<file path="src/ldcs_pkg.sv">
// What this block does
// [RULE1] Ten-bit down counter drives loop instructions
// [RULE2] Counter accepts any value 0 to 1023
// [RULE3] Counter loads from CPU or constant; jump target
// [RULE4] Loop open loads fixed or computed count
// [RULE5] Loop close: nonzero decrements and repeats, zero exits
// [RULE6] Nested loop open pushes old count first
// [RULE7] Nested loop exit restores count from stack
// [RULE8] Ten-bit match register, constant or CPU loaded
// [RULE9] Breakpoint mode: address match raises debug interrupt
// [RULE10] Single-step mode: interrupt after every instruction
// [RULE11] Mask bit 8 selects breakpoint or single-step
// [RULE12] Twenty-one conditions, each testable true or false
// [RULE13] Case branching tests four conditions at once
// [RULE14] External test inputs must meet setup time
// [RULE15] Arithmetic flags valid only for next instruction
// [RULE16] Zero, carry, overflow, sign flags from CPU result
// [RULE17] Queue input ready high while queue not full
// [RULE18] Queue command flag follows host bus bit 5
// [RULE19] Type error when entry read as wrong kind
// [RULE20] Stack full at fifteen levels, unmasked interrupt
// [RULE21] Pending interrupt flag follows masked pending interrupt
// [RULE22] Host read-done flag visible only to program
// [RULE23] Output write clears read-done; host read sets it
// [RULE24] Full push overwrites top; empty pop repeats top
// [RULE25] Breakpoint on fetched address, taken after completion
package ldcs_pkg;
	localparam int          ADDR_W        = 10;
	localparam int          DATA_W        = 16;
	localparam int          STACK_LEVELS  = 15;
	localparam int          NUM_COND      = 21;
	localparam int          SEL_W         = 5;
	localparam int          AXI_AW        = 4;
	// Register byte offsets
	localparam logic [3:0]  OFS_MASK      = 4'h0;
	localparam logic [3:0]  OFS_STATUS    = 4'h4;
	localparam logic [3:0]  OFS_COUNTER   = 4'h8;
	localparam logic [3:0]  OFS_MATCH     = 4'hc;
	// Mask register fields
	localparam int          MASK_W        = 9;
	localparam int          MASK_STK_BIT  = 7;
	localparam int          MASK_STEP_BIT = 8;
	localparam logic [8:0]  MASK_RESET    = 9'h000;
	localparam logic [9:0]  MATCH_RESET   = 10'h000;
	localparam logic [9:0]  COUNT_RESET   = 10'h000;
	// Status register fields, write one to clear the type error
	localparam int          ST_CARRY      = 0;
	localparam int          ST_ZERO       = 1;
	localparam int          ST_OVF        = 2;
	localparam int          ST_SIGN       = 3;
	localparam int          ST_IN_READY   = 4;
	localparam int          ST_CMD        = 5;
	localparam int          ST_TYPE_ERR   = 6;
	localparam int          ST_STK_FULL   = 7;
	localparam int          ST_PEND_IRQ   = 8;
	localparam int          ST_FLAG_VALID = 9;
	localparam int          ST_NEST_LSB   = 12;
	// Condition numbers 0..7 are the user test inputs
	localparam int          CND_CARRY     = 8;
	localparam int          CND_ZERO      = 9;
	localparam int          CND_OVF       = 10;
	localparam int          CND_SIGN      = 11;
	localparam int          CND_IN_READY  = 12;
	localparam int          CND_OUT_READY = 13;
	localparam int          CND_CMD       = 14;
	localparam int          CND_TYPE_ERR  = 15;
	localparam int          CND_STK_FULL  = 16;
	localparam int          CND_PEND_IRQ  = 17;
	localparam int          CND_READ_DONE = 18;
	localparam int          CND_CNT_ZERO  = 19;
	localparam int          CND_DBG_HIT   = 20;
	localparam logic [1:0]  RESP_OKAY     = 2'b00;
	localparam logic [1:0]  RESP_SLVERR   = 2'b10;
endpackage

</file>
<file path="src/ldcs_sequencer.sv">
module ldcs_sequencer
	import ldcs_pkg::*;
(
	// Clock and reset
	input  wire logic                ref_clk,
	input  wire logic                rst,
	// AXI4-Lite register port
	input  wire logic [AXI_AW-1:0]   s_axi_awaddr,
	input  wire logic                s_axi_awvalid,
	output logic                     s_axi_awready,
	input  wire logic [31:0]         s_axi_wdata,
	input  wire logic [3:0]          s_axi_wstrb,
	input  wire logic                s_axi_wvalid,
	output logic                     s_axi_wready,
	output logic [1:0]               s_axi_bresp,
	output logic                     s_axi_bvalid,
	input  wire logic                s_axi_bready,
	input  wire logic [AXI_AW-1:0]   s_axi_araddr,
	input  wire logic                s_axi_arvalid,
	output logic                     s_axi_arready,
	output logic [31:0]              s_axi_rdata,
	output logic [1:0]               s_axi_rresp,
	output logic                     s_axi_rvalid,
	input  wire logic                s_axi_rready,
	// Instruction decode strobes
	input  wire logic                instr_done,
	input  wire logic [ADDR_W-1:0]   instr_addr,
	input  wire logic                loop_open,
	input  wire logic                loop_close_instruction,
	input  wire logic                counter_load,
	input  wire logic                match_load,
	input  wire logic                src_from_cpu,
	input  wire logic [ADDR_W-1:0]   const_value,
	input  wire logic [ADDR_W-1:0]   cpu_value,
	// Return stack requests from call and return logic
	input  wire logic                call_push,
	input  wire logic [ADDR_W-1:0]   call_push_data,
	input  wire logic                ret_pop,
	// CPU result
	input  wire logic                alu_done,
	input  wire logic [DATA_W-1:0]   alu_result,
	input  wire logic                alu_carry,
	input  wire logic                alu_overflow,
	// Queue, host and interrupt status
	input  wire logic [7:0]          user_test_inputs,
	input  wire logic                host_bus_bit5,
	input  wire logic                queue_full,
	input  wire logic                queue_empty,
	input  wire logic                queue_read_cmd,
	input  wire logic                queue_read_data,
	input  wire logic                dout_write,
	input  wire logic                host_dout_read,
	input  wire logic                irq_pending,
	// Condition test and case requests
	input  wire logic                cond_req,
	input  wire logic [SEL_W-1:0]    cond_sel,
	input  wire logic                cond_invert,
	input  wire logic [4*SEL_W-1:0]  case_sel,
	// Results
	output logic [ADDR_W-1:0]        iteration_counter,
	output logic                     loop_repeat,
	output logic [ADDR_W-1:0]        stack_top,
	output logic                     debug_irq,
	output logic                     stack_overflow_irq,
	output logic                     cond_result,
	output logic [3:0]               case_index,
	output logic                     queue_in_ready,
	output logic                     host_read_done_flag
);

	logic [MASK_W-1:0]          mask;
	logic [ADDR_W-1:0]          debug_match_reg;
	logic [7:0]                 user_meta;
	logic [7:0]                 user_sync;
	logic                       bit5_meta;
	logic                       queue_cmd_flag;
	logic                       carry_flag;
	logic                       zero_flag;
	logic                       ovf_flag;
	logic                       sign_flag;
	logic                       flag_valid;
	logic                       queue_type_error;
	logic                       stack_full_flag;
	logic                       pending_irq_flag;
	logic                       queue_out_ready;
	logic                       loop_active;
	logic [3:0]                 nest_depth;
	logic [ADDR_W-1:0]          stack_mem [STACK_LEVELS];
	logic [3:0]                 sp;
	logic                       push_en;
	logic [ADDR_W-1:0]          push_data;
	logic                       pop_en;
	logic [ADDR_W-1:0]          pop_data;
	logic [ADDR_W-1:0]          load_value;
	logic [NUM_COND-1:0]        cond_vec;
	logic [NUM_COND-1:0]        cond_gated;
	logic                       wr_fire;
	logic                       status_clr_err;
	logic [31:0]                next_rdata;
	logic [1:0]                 next_rresp;

	// Test inputs and host bus bit 5 pass two flops; only the second is read
	always_ff @(posedge ref_clk)
	begin
		user_meta      <= user_test_inputs; // [RULE14]
		user_sync      <= user_meta;
		bit5_meta      <= host_bus_bit5;
		queue_cmd_flag <= bit5_meta; // [RULE18]
	end

	// Source select shared by counter and match loads
	assign load_value = src_from_cpu ? cpu_value : const_value; // [RULE3] [RULE4] [RULE8]

	// Stack requests: loop traffic has the instruction slot, so it wins
	always_comb
	begin
		push_en   = 1'b0;
		push_data = iteration_counter;
		pop_en    = 1'b0;
		if (loop_open && loop_active)
		begin
			push_en = 1'b1; // [RULE6]
		end
		else if (loop_close_instruction && iteration_counter == '0 && nest_depth != '0)
		begin
			pop_en = 1'b1; // [RULE7]
		end
		else if (call_push)
		begin
			push_en   = 1'b1;
			push_data = call_push_data;
		end
		else if (ret_pop)
		begin
			pop_en = 1'b1;
		end
	end

	// Empty pop reads slot 0, which holds the last top popped
	assign pop_data = (sp == '0) ? stack_mem[0] : stack_mem[sp - 4'h1]; // [RULE24]

	// Return stack storage
	always_ff @(posedge ref_clk)
	begin
		if (push_en)
		begin
			if (sp == 4'(STACK_LEVELS))
			begin
				stack_mem[STACK_LEVELS-1] <= push_data; // [RULE24]
			end
			else
			begin
				stack_mem[sp] <= push_data;
			end
		end
	end

	// Stack pointer, full flag and popped value
	always_ff @(posedge ref_clk)
	begin
		if (rst)
		begin
			sp              <= '0;
			stack_full_flag <= 1'b0;
			stack_top       <= '0;
		end
		else
		begin
			if (push_en && sp != 4'(STACK_LEVELS))
			begin
				sp <= sp + 4'h1;
			end
			else if (pop_en && sp != '0)
			begin
				sp <= sp - 4'h1;
			end
			if (pop_en)
			begin
				stack_top <= pop_data;
			end
			stack_full_flag <= (sp == 4'(STACK_LEVELS)) // [RULE20]
				|| (push_en && sp == 4'(STACK_LEVELS - 1))
				? !(pop_en && !push_en) : 1'b0;
		end
	end

	// Loop counter and nesting
	always_ff @(posedge ref_clk)
	begin
		if (rst)
		begin
			iteration_counter <= COUNT_RESET;
			loop_active       <= 1'b0;
			nest_depth        <= '0;
			loop_repeat       <= 1'b0;
		end
		else
		begin
			loop_repeat <= 1'b0;
			if (loop_open)
			begin
				iteration_counter <= load_value; // [RULE1] [RULE2] [RULE4]
				loop_active       <= 1'b1;
				if (loop_active && nest_depth != 4'hf)
				begin
					nest_depth <= nest_depth + 4'h1; // [RULE6]
				end
			end
			else if (loop_close_instruction)
			begin
				if (iteration_counter != '0)
				begin
					iteration_counter <= iteration_counter - 10'h001; // [RULE5]
					loop_repeat       <= 1'b1;
				end
				else if (nest_depth != '0)
				begin
					iteration_counter <= pop_data; // [RULE7]
					nest_depth        <= nest_depth - 4'h1;
				end
				else
				begin
					loop_active <= 1'b0;
				end
			end
			else if (counter_load)
			begin
				iteration_counter <= load_value; // [RULE3]
			end
		end
	end

	// Debug match register; program load has priority over the bus
	always_ff @(posedge ref_clk)
	begin
		if (rst)
		begin
			debug_match_reg <= MATCH_RESET;
		end
		else if (match_load)
		begin
			debug_match_reg <= load_value; // [RULE8]
		end
		else if (wr_fire && s_axi_awaddr == OFS_MATCH)
		begin
			debug_match_reg <= s_axi_wdata[ADDR_W-1:0];
		end
	end

	// Debug interrupt fires once the instruction has completed, so the
	// matching instruction still executes
	always_ff @(posedge ref_clk)
	begin
		if (rst)
		begin
			debug_irq <= 1'b0;
		end
		else if (mask[MASK_STEP_BIT])
		begin
			debug_irq <= instr_done; // [RULE10] [RULE11]
		end
		else
		begin
			debug_irq <= instr_done && instr_addr == debug_match_reg; // [RULE9] [RULE25]
		end
	end

	// Arithmetic flags hold for one instruction after the operation
	always_ff @(posedge ref_clk)
	begin
		if (rst)
		begin
			carry_flag <= 1'b0;
			zero_flag  <= 1'b0;
			ovf_flag   <= 1'b0;
			sign_flag  <= 1'b0;
			flag_valid <= 1'b0;
		end
		else if (alu_done)
		begin
			carry_flag <= alu_carry; // [RULE16]
			zero_flag  <= alu_result == '0;
			ovf_flag   <= alu_overflow;
			sign_flag  <= alu_result[DATA_W-1];
			flag_valid <= 1'b1; // [RULE15]
		end
		else if (instr_done)
		begin
			flag_valid <= 1'b0; // [RULE15]
		end
	end

	// Queue, stack and interrupt status flags
	always_ff @(posedge ref_clk)
	begin
		if (rst)
		begin
			queue_in_ready      <= 1'b0;
			queue_out_ready     <= 1'b0;
			queue_type_error    <= 1'b0;
			pending_irq_flag    <= 1'b0;
			stack_overflow_irq  <= 1'b0;
			host_read_done_flag <= 1'b0;
		end
		else
		begin
			queue_in_ready     <= !queue_full; // [RULE17]
			queue_out_ready    <= !queue_empty;
			pending_irq_flag   <= irq_pending; // [RULE21]
			stack_overflow_irq <= stack_full_flag && !mask[MASK_STK_BIT]; // [RULE20]
			// A new mismatch beats a clear in the same cycle
			if ((queue_read_cmd && !queue_cmd_flag) || (queue_read_data && queue_cmd_flag))
			begin
				queue_type_error <= 1'b1; // [RULE19]
			end
			else if (status_clr_err)
			begin
				queue_type_error <= 1'b0;
			end
			if (host_dout_read)
			begin
				host_read_done_flag <= 1'b1; // [RULE23]
			end
			else if (dout_write)
			begin
				host_read_done_flag <= 1'b0; // [RULE23]
			end
		end
	end

	// Condition vector; arithmetic flags read false once stale
	assign cond_vec = {
		(instr_addr == debug_match_reg), (iteration_counter == '0),
		host_read_done_flag, pending_irq_flag, stack_full_flag, // [RULE22]
		queue_type_error, queue_cmd_flag, queue_out_ready, queue_in_ready,
		sign_flag && flag_valid, ovf_flag && flag_valid,
		zero_flag && flag_valid, carry_flag && flag_valid, user_sync}; // [RULE12]

	// Out-of-range condition selects read as false; case selects are not range-checked
	generate
		for (genvar i = 0; i < NUM_COND; i++)
		begin : g_cond
			assign cond_gated[i] = cond_vec[i];
		end
	endgenerate

	// Condition test and four-bit case index
	always_ff @(posedge ref_clk)
	begin
		if (rst)
		begin
			cond_result <= 1'b0;
			case_index  <= '0;
		end
		else if (cond_req)
		begin
			cond_result <= (cond_sel < SEL_W'(NUM_COND) && cond_gated[cond_sel]) ^ cond_invert; // [RULE12]
			for (int k = 0; k < 4; k++)
			begin
				case_index[k] <= cond_gated[case_sel[k*SEL_W +: SEL_W]]; // [RULE13]
			end
		end
	end

	// Write channel takes address and data together, one at a time
	assign wr_fire        = s_axi_awvalid && s_axi_wvalid && !s_axi_bvalid && !s_axi_awready;
	assign status_clr_err = wr_fire && s_axi_awaddr == OFS_STATUS
		&& s_axi_wstrb[0] && s_axi_wdata[ST_TYPE_ERR];

	// Write response and mask register
	always_ff @(posedge ref_clk)
	begin
		if (rst)
		begin
			s_axi_awready <= 1'b0;
			s_axi_wready  <= 1'b0;
			s_axi_bvalid  <= 1'b0;
			s_axi_bresp   <= RESP_OKAY;
			mask          <= MASK_RESET;
		end
		else
		begin
			s_axi_awready <= wr_fire;
			s_axi_wready  <= wr_fire;
			if (wr_fire)
			begin
				s_axi_bvalid <= 1'b1;
				s_axi_bresp  <= (s_axi_awaddr == OFS_COUNTER) ? RESP_SLVERR : RESP_OKAY;
				if (s_axi_awaddr == OFS_MASK)
				begin
					if (s_axi_wstrb[0])
					begin
						mask[7:0] <= s_axi_wdata[7:0];
					end
					if (s_axi_wstrb[1])
					begin
						mask[8] <= s_axi_wdata[8]; // [RULE11]
					end
				end
			end
			else if (s_axi_bready)
			begin
				s_axi_bvalid <= 1'b0;
			end
		end
	end

	// Read data mux
	always_comb
	begin
		next_rdata = '0;
		next_rresp = RESP_OKAY;
		case (s_axi_araddr)
			OFS_MASK:    next_rdata[MASK_W-1:0] = mask;
			OFS_STATUS:
			begin
				next_rdata[ST_CARRY]      = carry_flag;
				next_rdata[ST_ZERO]       = zero_flag;
				next_rdata[ST_OVF]        = ovf_flag;
				next_rdata[ST_SIGN]       = sign_flag;
				next_rdata[ST_IN_READY]   = queue_in_ready;
				next_rdata[ST_CMD]        = queue_cmd_flag;
				next_rdata[ST_TYPE_ERR]   = queue_type_error;
				next_rdata[ST_STK_FULL]   = stack_full_flag;
				next_rdata[ST_PEND_IRQ]   = pending_irq_flag;
				next_rdata[ST_FLAG_VALID] = flag_valid;
				next_rdata[ST_NEST_LSB +: 4] = nest_depth;
			end
			OFS_COUNTER: next_rdata[ADDR_W-1:0] = iteration_counter;
			OFS_MATCH:   next_rdata[ADDR_W-1:0] = debug_match_reg;
			default:     next_rresp = RESP_SLVERR;
		endcase
	end

	// Read channel: one outstanding read
	always_ff @(posedge ref_clk)
	begin
		if (rst)
		begin
			s_axi_arready <= 1'b0;
			s_axi_rvalid  <= 1'b0;
			s_axi_rdata   <= '0;
			s_axi_rresp   <= RESP_OKAY;
		end
		else
		begin
			s_axi_arready <= 1'b0;
			if (s_axi_arvalid && !s_axi_rvalid && !s_axi_arready)
			begin
				s_axi_arready <= 1'b1;
				s_axi_rvalid  <= 1'b1;
				s_axi_rdata   <= next_rdata;
				s_axi_rresp   <= next_rresp;
			end
			else if (s_axi_rready)
			begin
				s_axi_rvalid <= 1'b0;
			end
		end
	end

	property p_close_dec;
		@(posedge ref_clk) disable iff (rst)
		loop_close_instruction && !loop_open && iteration_counter != '0
		|=> loop_repeat && iteration_counter == $past(iteration_counter) - 10'h001;
	endproperty
	a_close_dec: assert property (p_close_dec) else $error("counter did not decrement"); // [RULE5]

	property p_close_exit;
		@(posedge ref_clk) disable iff (rst)
		loop_close_instruction && !loop_open && iteration_counter == '0 |=> !loop_repeat;
	endproperty
	a_close_exit: assert property (p_close_exit) else $error("loop repeated at zero"); // [RULE5]

	property p_step;
		@(posedge ref_clk) disable iff (rst)
		mask[MASK_STEP_BIT] && instr_done |=> debug_irq;
	endproperty
	a_step: assert property (p_step) else $error("single step missed"); // [RULE10]

	property p_break;
		@(posedge ref_clk) disable iff (rst)
		!mask[MASK_STEP_BIT] ##0 instr_done ##0 instr_addr == debug_match_reg |=> debug_irq;
	endproperty
	a_break: assert property (p_break) else $error("breakpoint missed"); // [RULE9]

	property p_no_spurious;
		@(posedge ref_clk) disable iff (rst)
		!instr_done |=> !debug_irq;
	endproperty
	a_no_spurious: assert property (p_no_spurious) else $error("debug irq without instr"); // [RULE25]

	property p_read_done;
		@(posedge ref_clk) disable iff (rst)
		dout_write && !host_dout_read ##1 !host_dout_read [*2] |-> !host_read_done_flag;
	endproperty
	a_read_done: assert property (p_read_done) else $error("read-done not cleared"); // [RULE23]

	property p_stk_irq;
		@(posedge ref_clk) disable iff (rst)
		stack_full_flag && !mask[MASK_STK_BIT] |=> stack_overflow_irq;
	endproperty
	a_stk_irq: assert property (p_stk_irq) else $error("stack irq missing"); // [RULE20]

	property p_full;
		@(posedge ref_clk) disable iff (rst)
		$rose(stack_full_flag) |-> $past(sp) == 4'(STACK_LEVELS - 1);
	endproperty
	a_full: assert property (p_full) else $error("full flag at wrong depth"); // [RULE20]

	property p_in_ready;
		@(posedge ref_clk) disable iff (rst)
		queue_full |=> !queue_in_ready;
	endproperty
	a_in_ready: assert property (p_in_ready) else $error("in-ready while full"); // [RULE17]

	property p_flag_stale;
		@(posedge ref_clk) disable iff (rst)
		instr_done && !alu_done |=> !flag_valid;
	endproperty
	a_flag_stale: assert property (p_flag_stale) else $error("flags outlived instruction"); // [RULE15]

	property p_type_err;
		@(posedge ref_clk) disable iff (rst)
		queue_read_data && queue_cmd_flag |=> queue_type_error;
	endproperty
	a_type_err: assert property (p_type_err) else $error("type error not set"); // [RULE19]

endmodule

</file>
<file path="config.mk">
export PLATFORM = sky130hd
export DESIGN_NAME = ldcs_sequencer
export DESIGN_NICKNAME = d
export VERILOG_FILES = /design/src/ldcs_pkg.sv /design/src/ldcs_sequencer.sv
export SDC_FILE = /design/constraint.sdc
export NUM_CORES = 1
export LEC_CHECK = 0
export BUFFER_PORTS_ARGS = -buffer_cell sky130_fd_sc_hd__clkbuf_2
export CAP_MARGIN = 20
export CORE_ASPECT_RATIO = 1.5
export CORE_MARGIN = 1.5
export CORE_UTILIZATION = 45
export CTS_BUF_LIST = sky130_fd_sc_hd__clkbuf_2
export DETAILED_ROUTE_END_ITERATION = 7
export GPL_ROUTABILITY_DRIVEN = 0
export PLACE_DENSITY_LB_ADDON = 0.08
export SLEW_MARGIN = 20
export SYNTH_ARGS = -nofsm -noshare
export SYNTH_HDL_FRONTEND = slang
export SYNTH_SLANG_ARGS = --single-unit
</file>
<file path="constraint.sdc">
create_clock -name ref_clk -period 4.86 [get_ports ref_clk]
set_clock_uncertainty 0.1 [all_clocks]
set_input_delay 0 -clock ref_clk [delete_from_list [all_inputs] [get_ports ref_clk]]
set_output_delay 0 -clock ref_clk [all_outputs]
set_load 0.005 [all_outputs]
</file>
* Word level (Yosys, flattened, before mapping)
Memory sizes are Yosys's and may differ from the RTL's.
Index checks and enable logic that the tools add are counted.
** Storage, ports and cells
- Memories kept :: 1
- Flip-flop bits (word level) :: 107
- RAM bits :: 150
- Logic and storage cells :: 197
- Output and inout port bits :: 71
- Input bits :: 161
** Operators by class
- $add $sub $neg :: 5
- Muxes and demuxes :: 67
- Reductions and logical operators :: 65
- Order comparisons :: 6
- Equality and inequality tests :: 15
- Bitwise operators :: 3
** Memory list
- stack_mem :: depth 15, bits a word 10, rd ports 2, clocked after memory_dff 0, wr ports 1, RTL line ldcs_sequencer.sv:88 : logic [ADDR_W-1:0] stack_mem [STACK_LEVELS];
** Operators by type and width (count)
- $mux 10 :: 13
- $mux 1 :: 36
- $mux 4 :: 9
- $pmux 9 s4 :: 1
- $lt 5x6->1 const B :: 5
- $logic_and 1x1->1 :: 26
- $bmux 1 s5 :: 5
- $eq 4x4->1 const B :: 6
- $reduce_bool 2->1 :: 9
- $logic_not 16->1 :: 1
- $logic_not 4->1 :: 3
- $eq 10x10->1 :: 1
- $logic_not 1->1 :: 10
- $logic_not 10->1 :: 1
- $reduce_bool 10->1 :: 1
- $reduce_or 10->1 :: 1
- $sub 10x1->10 const B :: 1
- $reduce_and 3->1 :: 3
- $add 4x1->4 const B :: 2
- $eq 4x3->1 const B :: 2
- $ne 4x4->1 const B :: 2
- $reduce_bool 4->1 :: 2
- $sub 4x1->4 const B :: 2
- $lt 5x5->1 const B :: 1
- 14 further kinds :: 18

* Logic depth before layout (Yosys ltp)
- Word-level depth :: 9
- Gate-level depth with buffers :: 13

* Worst setup path before layout
Ideal clock, no wire load.
- Path type :: flip-flop to flip-flop
- From :: register sp[0]
- To :: register iteration_counter[1]
- Data arrival time :: 3.577 ns
- Path slack :: 1.052 ns
- Setup time :: 0.132 ns
- Cell stages (with the launch flop) :: 14
- Required time :: 4.628 ns
- Path buffers :: 6
- Cells stage by stage :: dfxtp_1 > buf_2 > buf_2 > clkbuf_1 > clkinv_1 > ha_1 > clkbuf_1 > clkbuf_1 > buf_1 > mux4_2 > nand2_1 > a21oi_1 > o32ai_1 > o32ai_1
** Between the ends
- Longest elaborated chain between the ends :: 7
- Elaborated cells between the ends (all ways) :: 8
- Classes of those cells :: 1 x add/sub; 5 x mux; 1 x reduce/logical; 1 x memory
** Ends and longest elaborated chain
- from (decl) :: RTL line ldcs_sequencer.sv:89 : logic [3:0] sp;
- from (signal assigned) :: RTL line ldcs_sequencer.sv:171 : sp <= sp + 4'h1;
- from (signal assigned) :: RTL line ldcs_sequencer.sv:175 : sp <= sp - 4'h1;
- $sub 4x1->4 :: RTL line ldcs_sequencer.sv:140 : assign pop_data = (sp == '0) ? stack_mem[0] : stack_mem[sp - 4'h1];
- $mem_v2 15x10
- $mux 10 * :: RTL line ldcs_sequencer.sv:140
- $mux 10 * :: RTL line ldcs_sequencer.sv:216 : else if (nest_depth != '0)
- $mux 10 * :: RTL line ldcs_sequencer.sv:211 : if (iteration_counter != '0)
- $mux 10 * :: RTL line ldcs_sequencer.sv:209 : else if (loop_close_instruction)
- $mux 10 * :: RTL line ldcs_sequencer.sv:200 : if (loop_open)
- to (signal assigned) :: RTL line ldcs_sequencer.sv:202 : iteration_counter <= load_value;
- to (signal assigned) :: RTL line ldcs_sequencer.sv:213 : iteration_counter <= iteration_counter - 10'h001;
- to (signal assigned) :: RTL line ldcs_sequencer.sv:218 : iteration_counter <= pop_data;
- to (decl) :: RTL line ldcs_sequencer.sv:60 : output logic [ADDR_W-1:0] iteration_counter,
Every way passes the cells marked *; elsewhere a longest branch is shown, timed or not. The select of a mux whose other input is x is not followed.
A chain may end at the register's enable or synchronous reset.

* Worst setup path after layout
- From :: register iteration_counter[0]
- To :: register case_index[1]
** Between the ends
- Longest elaborated chain between the ends :: 3
** Ends and longest elaborated chain
- $logic_not 10->1 :: RTL line ldcs_sequencer.sv:333 : (instr_addr == debug_match_reg), (iteration_counter == '0),
- $bmux 1 s5 :: RTL line ldcs_sequencer.sv:360 : case_index[k] <= cond_gated[case_sel[k*SEL_W +: SEL_W]];
- $mux 1 (implied by the code) :: RTL line ldcs_sequencer.sv:360
- to (signal, indexed assignment) :: RTL line ldcs_sequencer.sv:360
- to (decl) :: RTL line ldcs_sequencer.sv:66 : output logic [3:0] case_index,
No other way between the ends. The select of a mux whose other input is x is not followed.

==> impl_metrics.tcl <==
set metrics [dict create \
    grt_setup_unrepaired "no" \
    ys_async_sr_fraction_pct 0 \
    largest_reg_flops 150 \
    die_h_um 203 \
    overflow 0 \
    routed.top_layer "met4" \
    port_buffers 187 \
    vias 9874 \
    netlist_instances 959 \
    fin_setup_tns_ns 0 \
    min_period_over_period_pct 87.5 \
    power_frac_clock_pct 26.0 \
    period_minus_slack_ns 4.25 \
    drv_cap 0 \
    numCtsBuffers 58 \
    status "finished, final reports clean" \
    synth_cell_types 75 \
    startpoint_type "flop" \
    reg.largest.list "stack_mem x150, s_axi_rdata x14" \
    finalSetupViolations 0 \
    ff2ff_setup_slack_ns 0.61 \
    p_switching_uw 1610 \
    slew_viol_final 0 \
    p_seq_share_pct 49.8 \
    synth_edf_count 150 \
    postSynthAreaPerCell_sq_um 12.6 \
    grt_pass1_vias 10400 \
    core_sq_um 26400 \
    cts_tree "done" \
    wl_met1_mm 13.8 \
    netlist_area_sq_um 12000 \
    io_pins 232 \
    cts_sinks 255 \
    combPwrFrac_pct 24.2 \
    dieWidth_um 137 \
    clk_pin_slew_ns 0.12 \
    power.density_nw_per_um2 316 \
    worst_r2r_endpoint "case_index[1]$_SDFFE_PP0P_" \
    synth_seq_area_share_pct 54.9 \
    syn_to_final_growth_pct 33.1 \
    antenna_found_initial 1 \
    num_rows 73 \
    wirelength_mm 38.0 \
    hold_path_class "input pin to flop" \
    cp_data_arrival_time_ns 5.01 \
    synth_warnings 0 \
    path_max_fanout 16 \
    endpoint "case_index[1]$_SDFFE_PP0P_" \
    grt_pass1_wl_mm 57.4 \
    crit_start "iteration_counter[0]$_SDFFE_PP0P_" \
    clockBufferDepth 3 \
    ir_worst_vdd_mv 0.142 \
    ys.flop_type "edfxtp_1" \
    p_leak_uw 0.00621 \
    nets 1552 \
    cts.htree.levels 2 \
    initial_utilization_pct 45.6 \
    drc_errors 0 \
    drive_gt1_share_pct 27.7 \
    internal-power_uw 3470 \
    fin_util_pct 60.7 \
    switching_share_pct 31.7 \
    ys_ff_latch 255 \
    max_slew_margin_pct 23.8 \
    top_register "stack_mem" \
    die_area_sq_um 27800 \
    wl_met2_mm 20.0 \
    ant_nets 0 \
    wl_per_cell_um 21.5 \
    viasPerCell 5.59 \
    grt_start_max_net_pins 74 \
    reg2reg_depth 11 \
    drtIter0Drc 579 \
    crit_required_ns 5.62 \
    criticalPathCategory "flop to flop" \
    wl_met3_mm 2.15 \
    clock-root-buffer "clkbuf_2" \
    cp-end-kind "flop" \
    clock_latency_ns 0.92 \
    fmax_mhz 235 \
    drt_pre_antenna_iters 5 \
    cts-resized-gates 0 \
    tightest_slew_ns 1.13 \
    r2r-start "iteration_counter[0]$_SDFFE_PP0P_" \
    hold_viol 0 \
    grt_usage_pct 27.5 \
    dp_hpwl_mm 24.7 \
    nFillCells 2178 \
]
## how the worst min path moves through the flow
stage,from,depth (start not counted),endpoint
after floorplan,host_bus_bit5,0,bit5_meta$_DFF_P_
after CTS,cond_req,4,cond_result$_SDFFE_PP0P_
final,cpu_value[7],6,iteration_counter[7]$_SDFFE_PP0P_
after global routing,user_test_inputs[6],3,user_meta[6]$_DFF_P_
after detailed placement,user_test_inputs[2],1,user_meta[2]$_DFF_P_
after global placement,user_test_inputs[1],1,user_meta[1]$_DFF_P_
## through the flow
stage | cells | hold WS, ns | setup slack [ns] | instance area [sq um] | total power (uW)
finish | 1767 | 0.106 | 0.607 | 16000 | 5070
global route | 1767 | 0.0824 | 0.386 | 16000 | 5320
CTS | 1766 | 0.0143 | 0.683 | 16000 | 5110
detailed placement | 1439 | 0.00391 | 1.35 | 13300 | 3660
global placement | 1439 | 0.00493 | 1.40 | 13300 | 3650
floorplan | 978 | -0.0723 | 1.05 | 12100 | 3260
## cell families after synthesis
group	count (synthesis)	synth area share, %
AOI/OAI and AO/OA	200	11.9
xor gates and xnor gates	18	1.31
adders and majority gates	8	0.893
buffers and inverters	103	4.13
DFF	255	54.9
muxes	120	16.0
other	1	0.0311
and+or+nand+nor	254	10.9
## power by group through the flow
stage | logic (uW) | clock network, uW | registers [uW]
6_report | 1230 | 1320 | 2530
5_1_grt | 1320 | 1460 | 2540
4_1_cts | 1220 | 1360 | 2530
3_5_place_dp | 1080 | 0 | 2580
3_3_place_gp | 1080 | 0 | 2570
2_1_floorplan | 739 | 0 | 2520
## Yosys cell counts (16+ instances only)
cell type | number | share of area [%]
mux2_2 | 17 | 1.6
nand2b_1 | 16 | 0.83
a211oi_1 | 28 | 1.7
o21ai_0 | 20 | 0.83
nor2b_1 | 17 | 0.88
edfxtp_1 | 150 | 37
a22oi_1 | 23 | 1.4
nor4_1 | 16 | 0.83
mux4_2 | 56 | 10
dfxtp_1 | 105 | 17
nand3_1 | 19 | 0.79
xnor2_1 | 17 | 1.2
nand2_1 | 53 | 1.7
a21oi_1 | 47 | 2.0
mux2i_1 | 46 | 3.8
buf_4 | 21 | 1.3
nor2_1 | 65 | 2.0
clkbuf_1 | 50 | 1.6
## worst max-delay path, stage by stage, from the launching register on
cell and delay (ns):
dfxtp_1 0.44, inv_1 0.14, ha_1 0.15, or4b_1 0.61, nor3_2 0.15, buf_4 0.26, mux4_2 0.29, nand2b_1 0.05
dlygate4sd3_1 0.55, a221oi_1 0.31, dlygate4sd3_1 0.59, dlygate4sd3_1 0.53
## timing repair
action,4_1_cts,5_1_grt
hold buffers,221,0
buffers inserted,0,0
hold endpoints to repair,352,0
## layout by cell type (no fill, tap or decap), drive strengths merged, types with 6 or more instances in the layout
cell type	n
clkbuf	274
dlygate4sd3	221
edfxtp	150
dfxtp	105
nor2	65
mux4	56
nand2	53
a21oi	49
mux2i	46
a211oi	28
a22oi	23
buf	23
o21ai	20
conb	20
nand3	20
clkinv	20
mux2	18
xnor2	17
nor2b	17
nand2b	16
inv	16
nor4	16
nor3	15
a31oi	11
or3	10
o32ai	8
o311ai	8
and2	7
nand4	7
ha	7
o22ai	6
o31ai	6
## cell type report
class                           count  area [sq um]  area share, %
Antenna cell                        1          2.50         0.0156
Clock buffer                       87           435           2.72
Clock inverter                     19          72.6          0.453
Inverter                           17          63.8          0.398
Multi-Input combinational cell    620          5110           31.9
Sequential cell                   255          6610           41.2
Tap cell                          337           422           2.63
Timing Repair Buffer              431          3320           20.7
## layer usage
layer	GRT usage (%)	vias up
met1	29.1	4813
met5	0	-
met4	16.5	0
met3	5.34	99
li1	-	4573
met2	49.6	389
(Power assumes the default switching activity.)
